### src/asc_pkg.sv
// Purpose: shared constants and types for the scan converter control
// Assumes: 250 MHz core clock, 16-bit register port, word indices
// Notes:   times are kept in ns, cycle counts derived from them
package asc_pkg;

   // ****************************************************************
   // clock and timing
   // ****************************************************************
   localparam int CLK_MHZ        = 250;
   localparam int SETTLE_NS      = 5000;
   localparam int TRACK_NS       = 10000;
   localparam int TRACK_LONG_NS  = 23000;
   localparam int SETTLE_CYC     = (SETTLE_NS * CLK_MHZ + 999) / 1000;
   localparam int TRACK_CYC      = (TRACK_NS * CLK_MHZ + 999) / 1000;
   localparam int TRACK_LONG_CYC = (TRACK_LONG_NS * CLK_MHZ + 999) / 1000;

   // ****************************************************************
   // sizes
   // ****************************************************************
   localparam int DATA_W     = 12;
   localparam int CHAN_W     = 6;
   localparam int NCHAN      = 64;
   localparam int FIFO_DEPTH = 32;
   localparam int NTMR       = 3;

   // ****************************************************************
   // register word indices (bus address lines 7:1)
   // ****************************************************************
   localparam logic [6:0] REG_ID   = 7'h00;
   localparam logic [6:0] REG_CSR  = 7'h01;
   localparam logic [6:0] REG_RES  = 7'h02;
   localparam logic [6:0] REG_TCTL = 7'h03;
   localparam logic [6:0] REG_TLD0 = 7'h04;
   localparam logic [6:0] REG_ICTL = 7'h07;
   localparam int         DP_BIT   = 6;

   // ****************************************************************
   // control/status word fields
   // ****************************************************************
   localparam int CSR_LONG   = 15;
   localparam int CSR_MUX_LO = 9;
   localparam int CSR_MODE_LO = 6;
   localparam int CSR_BUSY   = 5;
   localparam int CSR_SWEEP  = 4;
   localparam int CSR_FRESH  = 3;
   localparam int CSR_START  = 2;
   localparam int CSR_REF_LO = 0;

   // timer control: bit0 run, bit1 cascade 0->1, bit2 cascade 1->2,
   // bit3 timer 2 output starts a scan
   localparam int TCTL_RUN  = 0;
   localparam int TCTL_C01  = 1;
   localparam int TCTL_C12  = 2;
   localparam int TCTL_TRIG = 3;

   // interrupt control: bits 2:0 level, bits 15:8 vector
   localparam int ICTL_LVL_LO = 0;
   localparam int ICTL_VEC_LO = 8;

   // ****************************************************************
   // reset values
   // ****************************************************************
   localparam logic [15:0] CSR_RST  = 16'h0000;
   localparam logic [15:0] TCTL_RST = 16'h0000;
   localparam logic [15:0] ICTL_RST = 16'h0000;
   localparam logic [15:0] TLD_RST  = 16'hffff;

   typedef enum logic [2:0] {
      MODE_AUTO     = 3'b000,
      MODE_RAND_POLL = 3'b001,
      MODE_RAND_INT = 3'b010,
      MODE_SCAN_POLL = 3'b011,
      MODE_SCAN_INT = 3'b100,
      MODE_AUTO_BIT = 3'b111
   } asc_mode_t;

   typedef struct packed {
      logic [CHAN_W-1:0] chan;
      logic [DATA_W-1:0] data;
   } asc_res_t;

endpackage : asc_pkg

### src/asc_top.sv
// Purpose: sample sequencer, channel scanner, timers and interrupter
// Assumes: all inputs synchronous to core_clk_in
// Notes:   results pass a FIFO before landing in the per-channel array
`timescale 1ns/1ps

// ********************************************************************
// result FIFO
// ********************************************************************
module asc_fifo #(
   parameter int WIDTH = 18,
   parameter int DEPTH = 32
) (
   // clock
   input  wire logic             core_clk_in,
   input  wire logic             rst_in,
   input  wire logic             ce_in,
   // fill side
   input  wire logic             in_valid_in,
   output logic                  in_ready_out,
   input  wire logic [WIDTH-1:0] in_data_in,
   // drain side
   output logic                  out_valid_out,
   input  wire logic             out_ready_in,
   output logic      [WIDTH-1:0] out_data_out
);
   localparam int AW = $clog2(DEPTH);
   if (DEPTH < 2 || (1 << AW) != DEPTH) begin : g_chk
      $error("fifo depth must be a power of two");
   end

   logic [WIDTH-1:0] mem_q [DEPTH];
   logic [AW:0]      wp_q;
   logic [AW:0]      rp_q;
   logic             push;
   logic             pop;

   assign in_ready_out  = (wp_q - rp_q) != (AW+1)'(DEPTH);
   assign out_valid_out = wp_q != rp_q;
   assign out_data_out  = mem_q[rp_q[AW-1:0]];
   assign push = in_valid_in & in_ready_out;
   assign pop  = out_valid_out & out_ready_in;

   always_ff @(posedge core_clk_in) begin
      if (ce_in && push) begin
         mem_q[wp_q[AW-1:0]] <= in_data_in;
      end
   end

   always_ff @(posedge core_clk_in) begin
      if (rst_in) begin
         wp_q <= '0;
         rp_q <= '0;
      end else if (ce_in) begin
         if (push) wp_q <= wp_q + 1'b1;
         if (pop) rp_q <= rp_q + 1'b1;
      end
   end
endmodule : asc_fifo

module asc_top
   import asc_pkg::*;
#(
   parameter logic [7:0] BOARD_CODE     = 8'h5a, // arbitrary value
   parameter int         TRACK_LONG_CNT = asc_pkg::TRACK_LONG_CYC
) (
   // clock and reset
   input  wire logic                        core_clk_in,
   input  wire logic                        rst_in,
   input  wire logic                        ce_in,
   // backplane register port
   input  wire logic                        bus_sel_in,
   input  wire logic [6:0]                  bus_addr_in,
   input  wire logic                        bus_write_n_in,
   input  wire logic                        bus_ds0_n_in,
   input  wire logic                        bus_ds1_n_in,
   input  wire logic                        bus_iack_in,
   input  wire logic [2:0]                  bus_iack_lvl_in,
   input  wire logic [15:0]                 bus_data_in,
   output logic      [15:0]                 bus_data_out,
   output logic                             bus_data_oe_out,
   output logic                             bus_ack_out,
   output logic      [7:1]                  bus_irq_n_out,
   // converter and selectors
   output logic      [asc_pkg::CHAN_W-1:0]  channel_select_lines_out,
   output logic      [1:0]                  bit_ref_sel_out,
   output logic                             hold_out,
   output logic                             convert_strobe_out,
   input  wire logic                        conversion_in_progress_in,
   input  wire logic [asc_pkg::DATA_W-1:0]  adc_data_in,
   // straps
   input  wire logic [6:0]                  scan_length_straps_in
);
   import asc_pkg::*;

   if (TRACK_LONG_CNT < 1 || TRACK_LONG_CNT > 65535) begin : g_chk
      $error("TRACK_LONG_CNT out of range");
   end

   // ****************************************************************
   // register port
   // ****************************************************************
   logic        acc;
   logic        acc_q;
   logic        start_acc;
   logic        wr_go;
   logic        rd_go;
   logic        iak_go;
   logic        mine_q;
   logic        iack_q;
   logic [15:0] bmask;
   logic [15:0] rd_mux;
   logic [15:0] csr_rd;

   logic [15:0] csr_q;
   logic [15:0] tctl_q;
   logic [15:0] ictl_q;
   logic [15:0] tld_q [NTMR];
   logic [15:0] tcnt_q [NTMR];
   logic        fresh_q;
   logic        sweep_q;
   logic        irq_pend_q;
   logic [DATA_W-1:0] single_q;
   logic [DATA_W-1:0] dp_mem_q [NCHAN];

   assign acc       = bus_sel_in & ~(bus_ds0_n_in & bus_ds1_n_in);
   assign start_acc = acc & ~acc_q;
   assign wr_go     = start_acc & ~bus_iack_in & ~bus_write_n_in;
   assign rd_go     = start_acc & ~bus_iack_in & bus_write_n_in;
   assign iak_go    = start_acc & bus_iack_in & irq_pend_q
                      & (bus_iack_lvl_in == ictl_q[ICTL_LVL_LO +: 3]);
   assign bmask     = {{8{~bus_ds1_n_in}}, {8{~bus_ds0_n_in}}};
   assign bus_ack_out     = acc & acc_q & (~iack_q | mine_q);
   assign bus_data_oe_out = bus_ack_out & (bus_write_n_in | mine_q);

   always_comb begin
      rd_mux = 16'h0000;
      if (bus_addr_in[DP_BIT]) begin
         rd_mux[DATA_W-1:0] = dp_mem_q[bus_addr_in[CHAN_W-1:0]];
      end else begin
         unique case (bus_addr_in)
            REG_ID:   rd_mux = {BOARD_CODE, 8'h00};
            REG_CSR:  rd_mux = csr_rd;
            REG_RES:  rd_mux[DATA_W-1:0] = single_q;
            REG_TCTL: rd_mux = tctl_q;
            7'h04:    rd_mux = tcnt_q[0];
            7'h05:    rd_mux = tcnt_q[1];
            7'h06:    rd_mux = tcnt_q[2];
            REG_ICTL: rd_mux = ictl_q;
            default:  rd_mux = 16'h0000;
         endcase
      end
   end

   always_ff @(posedge core_clk_in) begin
      if (rst_in) begin
         acc_q  <= 1'b0;
         iack_q <= 1'b0;
         mine_q <= 1'b0;
         bus_data_out <= 16'h0000;
      end else if (ce_in) begin
         acc_q <= acc;
         if (start_acc) begin
            iack_q <= bus_iack_in;
            mine_q <= iak_go;
         end
         if (iak_go) begin
            bus_data_out <= {8'h00, ictl_q[ICTL_VEC_LO +: 8]};
         end else if (rd_go) begin
            bus_data_out <= rd_mux;
         end
      end
   end

   // ****************************************************************
   // control registers
   // ****************************************************************
   logic start_wr;
   assign start_wr = wr_go & (bus_addr_in == REG_CSR) & ~bus_ds0_n_in
                     & bus_data_in[CSR_START];

   always_ff @(posedge core_clk_in) begin
      if (rst_in) begin
         csr_q  <= CSR_RST;
         tctl_q <= TCTL_RST;
         ictl_q <= ICTL_RST;
         for (int i = 0; i < NTMR; i++) tld_q[i] <= TLD_RST;
      end else if (ce_in && wr_go) begin
         if (bus_addr_in == REG_CSR) begin
            csr_q <= (csr_q & ~bmask) | (bus_data_in & bmask);
         end
         if (bus_addr_in == REG_TCTL) begin
            tctl_q <= (tctl_q & ~bmask) | (bus_data_in & bmask);
         end
         if (bus_addr_in == REG_ICTL) begin
            ictl_q <= (ictl_q & ~bmask) | (bus_data_in & bmask);
         end
         for (int i = 0; i < NTMR; i++) begin
            if (bus_addr_in == REG_TLD0 + 7'(i)) begin
               tld_q[i] <= (tld_q[i] & ~bmask) | (bus_data_in & bmask);
            end
         end
      end
   end

   // ****************************************************************
   // interval timers
   // ****************************************************************
   logic [NTMR-1:0] tick;
   logic [NTMR-1:0] uf;
   logic            tmr_trig;

   for (genvar g = 0; g < NTMR; g++) begin : g_tmr
      if (g == 0) begin : g_first
         assign tick[g] = tctl_q[TCTL_RUN];
      end else begin : g_next
         assign tick[g] = tctl_q[TCTL_C01 + g - 1] ? uf[g-1]
                          : tctl_q[TCTL_RUN];
      end
      assign uf[g] = tick[g] & (tcnt_q[g] == 16'h0000);
      always_ff @(posedge core_clk_in) begin
         if (rst_in) begin
            tcnt_q[g] <= TLD_RST;
         end else if (ce_in && tick[g]) begin
            tcnt_q[g] <= uf[g] ? tld_q[g] : tcnt_q[g] - 16'h0001;
         end
      end
   end
   assign tmr_trig = uf[NTMR-1] & tctl_q[TCTL_TRIG];

   // ****************************************************************
   // sample sequencer
   // ****************************************************************
   typedef enum logic [2:0] {
      S_IDLE, S_SETTLE, S_TRACK, S_CONV, S_BUSY, S_STORE
   } asc_state_t;

   asc_state_t        st_q;
   asc_mode_t         mode;
   logic [15:0]       cnt_q;
   logic [CHAN_W-1:0] chan_q;
   logic [CHAN_W-1:0] last_ch;
   logic [DATA_W-1:0] smp_q;
   logic              busy_q;
   logic              scan_mode;
   logic              auto_mode;
   logic              scan_go;
   logic              push_ok;
   logic              fifo_rdy;
   logic              last_done;
   logic              conv_done;
   logic              ev_single;
   logic [15:0]       track_len;

   assign mode      = asc_mode_t'(csr_q[CSR_MODE_LO +: 3]);
   assign auto_mode = (mode == MODE_AUTO) || (mode == MODE_AUTO_BIT);
   assign scan_mode = auto_mode || (mode == MODE_SCAN_POLL)
                      || (mode == MODE_SCAN_INT);
   assign last_ch   = (scan_length_straps_in == 7'h00
                       || scan_length_straps_in > 7'h40) ? 6'h3f
                      : 6'(scan_length_straps_in - 7'h01);
   assign track_len = csr_q[CSR_LONG] ? 16'(TRACK_LONG_CNT)
                      : 16'(TRACK_CYC);
   assign scan_go   = start_wr | tmr_trig;
   assign push_ok   = (st_q == S_STORE) & scan_mode & fifo_rdy;
   assign last_done = push_ok & (chan_q == last_ch);
   assign ev_single = (st_q == S_STORE) & ~scan_mode;
   assign conv_done = busy_q & ~conversion_in_progress_in;

   assign channel_select_lines_out = chan_q;
   assign bit_ref_sel_out = (mode == MODE_AUTO_BIT && chan_q == 6'h00)
                            ? csr_q[CSR_REF_LO +: 2] : 2'b00;
   assign hold_out = (st_q == S_CONV) || (st_q == S_BUSY);
   assign convert_strobe_out = (st_q == S_CONV);

   always_ff @(posedge core_clk_in) begin
      if (rst_in) begin
         busy_q <= 1'b0;
      end else if (ce_in) begin
         busy_q <= conversion_in_progress_in;
      end
   end

   always_ff @(posedge core_clk_in) begin
      if (rst_in) begin
         st_q   <= S_IDLE;
         cnt_q  <= 16'h0000;
         chan_q <= '0;
         smp_q  <= '0;
      end else if (ce_in) begin
         cnt_q <= cnt_q + 16'h0001;
         unique case (st_q)
            S_IDLE: begin
               cnt_q <= 16'h0000;
               if (auto_mode || (scan_mode && scan_go)) begin
                  chan_q <= '0;
                  st_q   <= S_SETTLE;
               end else if (!scan_mode && start_wr) begin
                  chan_q <= bus_data_in[CSR_MUX_LO +: CHAN_W];
                  st_q   <= S_SETTLE;
               end
            end
            S_SETTLE: if (cnt_q == 16'(SETTLE_CYC - 1)) begin
               cnt_q <= 16'h0000;
               st_q  <= S_TRACK;
            end
            S_TRACK: if (cnt_q == track_len - 16'h0001) begin
               st_q <= S_CONV;
            end
            S_CONV: if (conversion_in_progress_in) begin
               st_q <= S_BUSY;
            end
            S_BUSY: if (conv_done) begin
               smp_q <= adc_data_in;
               st_q  <= S_STORE;
            end
            S_STORE: begin
               cnt_q <= 16'h0000;
               if (!scan_mode) begin
                  st_q <= S_IDLE;
               end else if (fifo_rdy) begin
                  chan_q <= chan_q + 6'h01;
                  st_q   <= S_SETTLE;
                  if (chan_q == last_ch) begin
                     chan_q <= '0;
                     st_q <= auto_mode ? S_SETTLE : S_IDLE;
                  end
               end
            end
            default: st_q <= S_IDLE;
         endcase
      end
   end

   // ****************************************************************
   // result path: FIFO into per-channel array
   // ****************************************************************
   asc_res_t fifo_out;
   logic     drain_valid;
   logic     drain_ready;

   assign drain_ready = ~(rd_go & bus_addr_in[DP_BIT]);

   asc_fifo #(
      .WIDTH ($bits(asc_res_t)),
      .DEPTH (FIFO_DEPTH)
   ) u_fifo (
      .core_clk_in   (core_clk_in),
      .rst_in        (rst_in),
      .ce_in         (ce_in),
      .in_valid_in   (push_ok),
      .in_ready_out  (fifo_rdy),
      .in_data_in    ({chan_q, smp_q}),
      .out_valid_out (drain_valid),
      .out_ready_in  (drain_ready),
      .out_data_out  (fifo_out)
   );

   always_ff @(posedge core_clk_in) begin
      if (ce_in && drain_valid && drain_ready) begin
         dp_mem_q[fifo_out.chan] <= fifo_out.data;
      end
   end

   always_ff @(posedge core_clk_in) begin
      if (rst_in) begin
         single_q <= '0;
      end else if (ce_in && ev_single) begin
         single_q <= smp_q;
      end
   end

   // ****************************************************************
   // status flags and interrupter
   // ****************************************************************
   logic rd_single;
   logic irq_ev;
   assign rd_single = rd_go & (bus_addr_in == REG_RES);
   assign irq_ev = (ev_single && mode == MODE_RAND_INT)
                   || (last_done && mode == MODE_SCAN_INT);

   always_ff @(posedge core_clk_in) begin
      if (rst_in) begin
         fresh_q <= 1'b0;
         sweep_q <= 1'b0;
      end else if (ce_in) begin
         if (ev_single) fresh_q <= 1'b1;
         else if (rd_single) fresh_q <= 1'b0;
         if (st_q == S_IDLE && scan_mode && !auto_mode && scan_go) begin
            sweep_q <= 1'b0;
         end
         if (last_done && (mode == MODE_SCAN_POLL
                           || mode == MODE_SCAN_INT)) begin
            sweep_q <= 1'b1;
         end
      end
   end

   always_ff @(posedge core_clk_in) begin
      if (rst_in) begin
         irq_pend_q <= 1'b0;
      end else if (ce_in) begin
         if (irq_ev) irq_pend_q <= 1'b1;
         else if (iak_go) irq_pend_q <= 1'b0;
      end
   end

   for (genvar l = 1; l <= 7; l++) begin : g_irq
      assign bus_irq_n_out[l] =
         ~(irq_pend_q && ictl_q[ICTL_LVL_LO +: 3] == 3'(l));
   end

   // status view merged into control/status reads
   always_comb begin
      csr_rd = csr_q;
      csr_rd[CSR_BUSY]  = (st_q != S_IDLE);
      csr_rd[CSR_SWEEP] = sweep_q;
      csr_rd[CSR_FRESH] = fresh_q;
      csr_rd[CSR_START] = 1'b0;
   end
endmodule : asc_top

### config.mk
export PLATFORM = sky130hd
export DESIGN_NAME = asc_top
export DESIGN_NICKNAME = d
export VERILOG_FILES = /design/src/asc_pkg.sv /design/src/asc_top.sv
export SDC_FILE = /design/constraint.sdc
export NUM_CORES = 2
export LEC_CHECK = 0
export BUFFER_PORTS_ARGS = -buffer_cell sky130_fd_sc_hd__buf_2
export CAP_MARGIN = 20
export CORE_ASPECT_RATIO = 0.7
export CORE_MARGIN = 2
export CORE_UTILIZATION = 45
export DETAILED_ROUTE_END_ITERATION = 8
export PLACE_DENSITY = 0.59
export SLEW_MARGIN = 40
export SYNTH_ARGS = -nofsm -noshare
export SYNTH_HDL_FRONTEND = slang
export SYNTH_HIERARCHICAL = 1
export SYNTH_SLANG_ARGS = --single-unit
### constraint.sdc
create_clock -name core_clk_in -period 4.2 [get_ports core_clk_in]
set_input_delay 0.84 -clock core_clk_in [delete_from_list [all_inputs] [get_ports core_clk_in]]
set_output_delay 0.84 -clock core_clk_in [all_outputs]
set_load 0.01 [all_outputs]
==> metrics.cfg <==
[sta]
fin_crit_sh_pct=94.6
layout_min_cycle_time_ns=3.97
slew_viol_final=0
worst_slew_pin_slew_ns=0.928
setup_violations=0
fin_setup_tns_ns=0
rsz0062_at_grt=false
max_freq_mhz=252
skew_ns=0.0412
timing.slew.headroom_pct=37.6
hold_viol_final=0

[worst_setup_path]
rrSetupSlack_ns=0.23
worstPathRequired_ns=4.68
cp-start-kind=flip-flop
end_kind=flip-flop
worstSetupPathType=reg2reg
r2r-end=u_fifo/mem_q[12][14]$_DFFE_PP_
cp_max_fo=18
cp.arrival_ns=4.45
r2r-start=u_fifo/rp_q[2]$_SDFFE_PP0P_
ff2ff_path_depth=15

[clocking]
cts.clk_slew.worst_paths_ns=0.06
numCtsBuffers=152
cts_resized=0
post_cts_buffers=0
cts_tree=done
cts_hold_buf=0
clock_path_buffers=3
htreeDepth=4
clk_latency_ns=0.80
clkSinkCount=1573
root_buffer=clkbuf_16

[synthesis]
ys_seq_area_share_pct=71.7
synthAdderAreaFrac_pct=0.430
ys_ff_latch=1573
synth_xor_area_share_pct=1.05
synth_top_family_by_area=multiplexers
synth.area.mux_share_pct=16.2
synth_top_cell_area_share_pct=67.5
synth_edf_count=1440
netlist_area_sq_um=64000
syn-num-nets=3557
ys_warn_count=6
synth_top_area_cell=edfxtp_1
syn-instance-count=3481
synth_compound_gate_area_share_pct=3.60
synth.top_cells.by_area=edfxtp_1, mux4_2, dfxtp_1
syn_area_per_cell_sq_um=18.4
synth_ff_type=edfxtp_1
yosysUniqueCellTypes=90
synthSimpleGateAreaFrac_pct=5.33
async_reset_ff_share_pct=0

[power_and_ir_drop]
p_seq_share_pct=53.0
switchingPower_w=0.00733
switching_share_pct=22.5
peakVddDrop_mv=0.429
combPwrFrac_pct=6.1
total_power_w=0.0326
internal-power_w=0.0253
p_per_area_nw_per_um2=444
clock_power_share_pct=40.9
p_leak_nw=23.5

[global_route]
antenna_found_initial=10
grt_pass1_wl_mm=242
grt_pass1_vias=33667
top_usage_layer=met1
met3_usage_pct=6.18
met2_usage_pct=32.2
track_usage_pct=23.1
grt_max_degree=65
overflow=0
grtUsageMet1_pct=36.0

[finish]
drive_gt1_share_pct=27.9
fillers=11173
regArea_sq_um=45900
multi_input_area_sq_um=17200
layoutNonFillerInstCount=5807
final_nets=3887
synthToLayoutAreaGrowth_pct=14.5
final_util_pct=52.1

[detailed_routing]
post_drt_wl_per_cell_microns=28.8
finalWirelength_mm=167
drt_iter0_markers=4618
drtAntennaViolNets=0
avgViaCountPerCell=5.97
drt_pre_antenna_iters=9
drc_errors=0
vias=34656

[die]
row_count=115
die-width_microns=455
core_region_area_sq_um=141000
io_pins=89
dieArea_sq_um=145000
die_height_microns=320
start_util_pct=45.5

[placed_design]
placed_cells=5527
place_congestion=0.912
portBuffers=88
hpwlAfterDp_mm=110

[min_path]
hold_end=smp_q[11]$_SDFFE_PP0P_
hold_start=adc_data_in[11]
worst_hold_path_type=in2reg
min_path_cells=3

[flow_run]
cap_violations=0

[status]
status=complete, no violations

[per-stage QoR]
stage          hold WS (ns)  setup WS (ns)  instance area [sq um]
3_3_place_gp          0.444          0.280                  68500
6_report              0.305          0.228                  73300
4_1_cts               0.245          0.261                  73300
5_1_grt               0.275       0.000513                  73300
2_1_floorplan         0.436          0.237                  64100
3_5_place_dp          0.456          0.281                  68500
[cell families after synthesis]
| logic type | Yosys count |
|---|---|
| AND/OR/NAND/NOR | 721 |
| adder cells (fa/ha/maj) | 22 |
| buffers and inverters | 240 |
| flip-flops | 1573 |
| multiplexers | 520 |
| XOR/XNOR | 75 |
| AO/OA/AOI/OAI | 330 |
[per-layer routing]
metal,part of all wire (%),wire [microns]
met5,0,0
met3,9.8,16400
met2,43,71700
met1,45,75700
met4,1.9,3130
[how the worst max path moves through the flow]
stage / from / to / slack [ns]
after floorplan: flip-flop / dp_mem_q[38][0]$_DFFE_PP_ / 0.24
after global placement: flip-flop / dp_mem_q[20][2]$_DFFE_PP_ / 0.28
after detailed placement: u_fifo/rp_q[2]$_SDFFE_PP0P_ / u_fifo/mem_q[12][14]$_DFFE_PP_ / 0.28
after CTS: flip-flop / dp_mem_q[20][10]$_DFFE_PP_ / 0.26
after global routing: u_fifo/rp_q[2]$_SDFFE_PP0P_ / u_fifo/mem_q[12][4]$_DFFE_PP_ / 0.0005
final: u_fifo/rp_q[2]$_SDFFE_PP0P_ / u_fifo/mem_q[12][14]$_DFFE_PP_ / 0.23
[power by group through the flow]
stage	Sequential, W	Clock [W]	Combinational (W)
6_report	0.0173	0.0133	0.00199
3_5_place_dp	0.0176	0	0.00199
5_1_grt	0.0173	0.0142	0.00213
3_3_place_gp	0.0176	0	0.00197
2_1_floorplan	0.0177	0	0.00111
4_1_cts	0.0173	0.0136	0.00199
[layout make-up]
type	count	area share, %
Clock buffer	187	5.48
Inverter	58	0.300
Sequential cell	1573	62.6
Antenna cell	1	0.00341
Clock inverter	90	1.06
Timing Repair Buffer	358	3.84
Multi-Input combinational cell	1668	23.5
Tap cell	1872	3.19
[synthesized netlist by cell type, types with 15 or more instances]
cell	instances
edfxtp_1	1440
mux4_2	413
nor2_1	319
nand2_1	151
dfxtp_1	133
clkbuf_1	98
mux2i_1	82
o21ai_0	71
inv_1	57
a21o_1	51
a21oi_1	48
xor2_1	43
nand3_1	39
nor3_1	39
buf_2	38
xnor2_1	31
nor2b_1	25
mux2_2	24
buf_1	22
ha_1	22
nand4_1	19
nor4_1	17
buf_4	15
[critical path, cell delays in order (launching register included)]
cell     delay (ns)
dfxtp_1        0.36
inv_1          0.08
ha_1           0.33
and3_1         0.21
o21a_1         0.13
or4_4          0.52
nand3_1        0.22
and4b_1        0.27
nand2_1        0.15
inv_1          0.13
nand2_1        0.11
a31oi_4        0.29
nand2_1        0.19
buf_4          0.21
nor3_4         0.15
buf_4          0.31
[registers in the layout, indices dropped and copies added (netlist names), named ones only]
register and count:
channel_select_lines_out 6, acc_q 1, fresh_q 1, u_fifo/wp_q 6, u_fifo/rp_q 6, u_fifo/mem_q 576
st_q 3, mine_q 1, irq_pend_q 1, busy_q 1, iack_q 1, smp_q 12
cnt_q 16, tld_q 48, sweep_q 1, dp_mem_q 768, tcnt_q 48, single_q 12
bus_data_out 16
[placed cells by master, fill, tap and decap left out, drive strengths merged, types with 8 or more instances in the layout]
cell,n
edfxtp,1440
mux4,413
buf,358
nor2,321
clkbuf,187
nand2,151
dfxtp,133
o21ai,84
mux2i,82
clkinv,71
inv,63
a21o,51
a21oi,51
nor3,46
xor2,43
nand3,39
xnor2,31
nor2b,26
mux2,25
ha,22
nand4,19
nor4,17
or3,15
o211ai,15
nand2b,13
a22oi,13
a211oi,13
or4,13
and3,11
a32oi,11
and2,10
o31ai,10
or2,9
a222oi,8
a221oi,8
bufinv,8
Power figures use the tool's default switching activity.
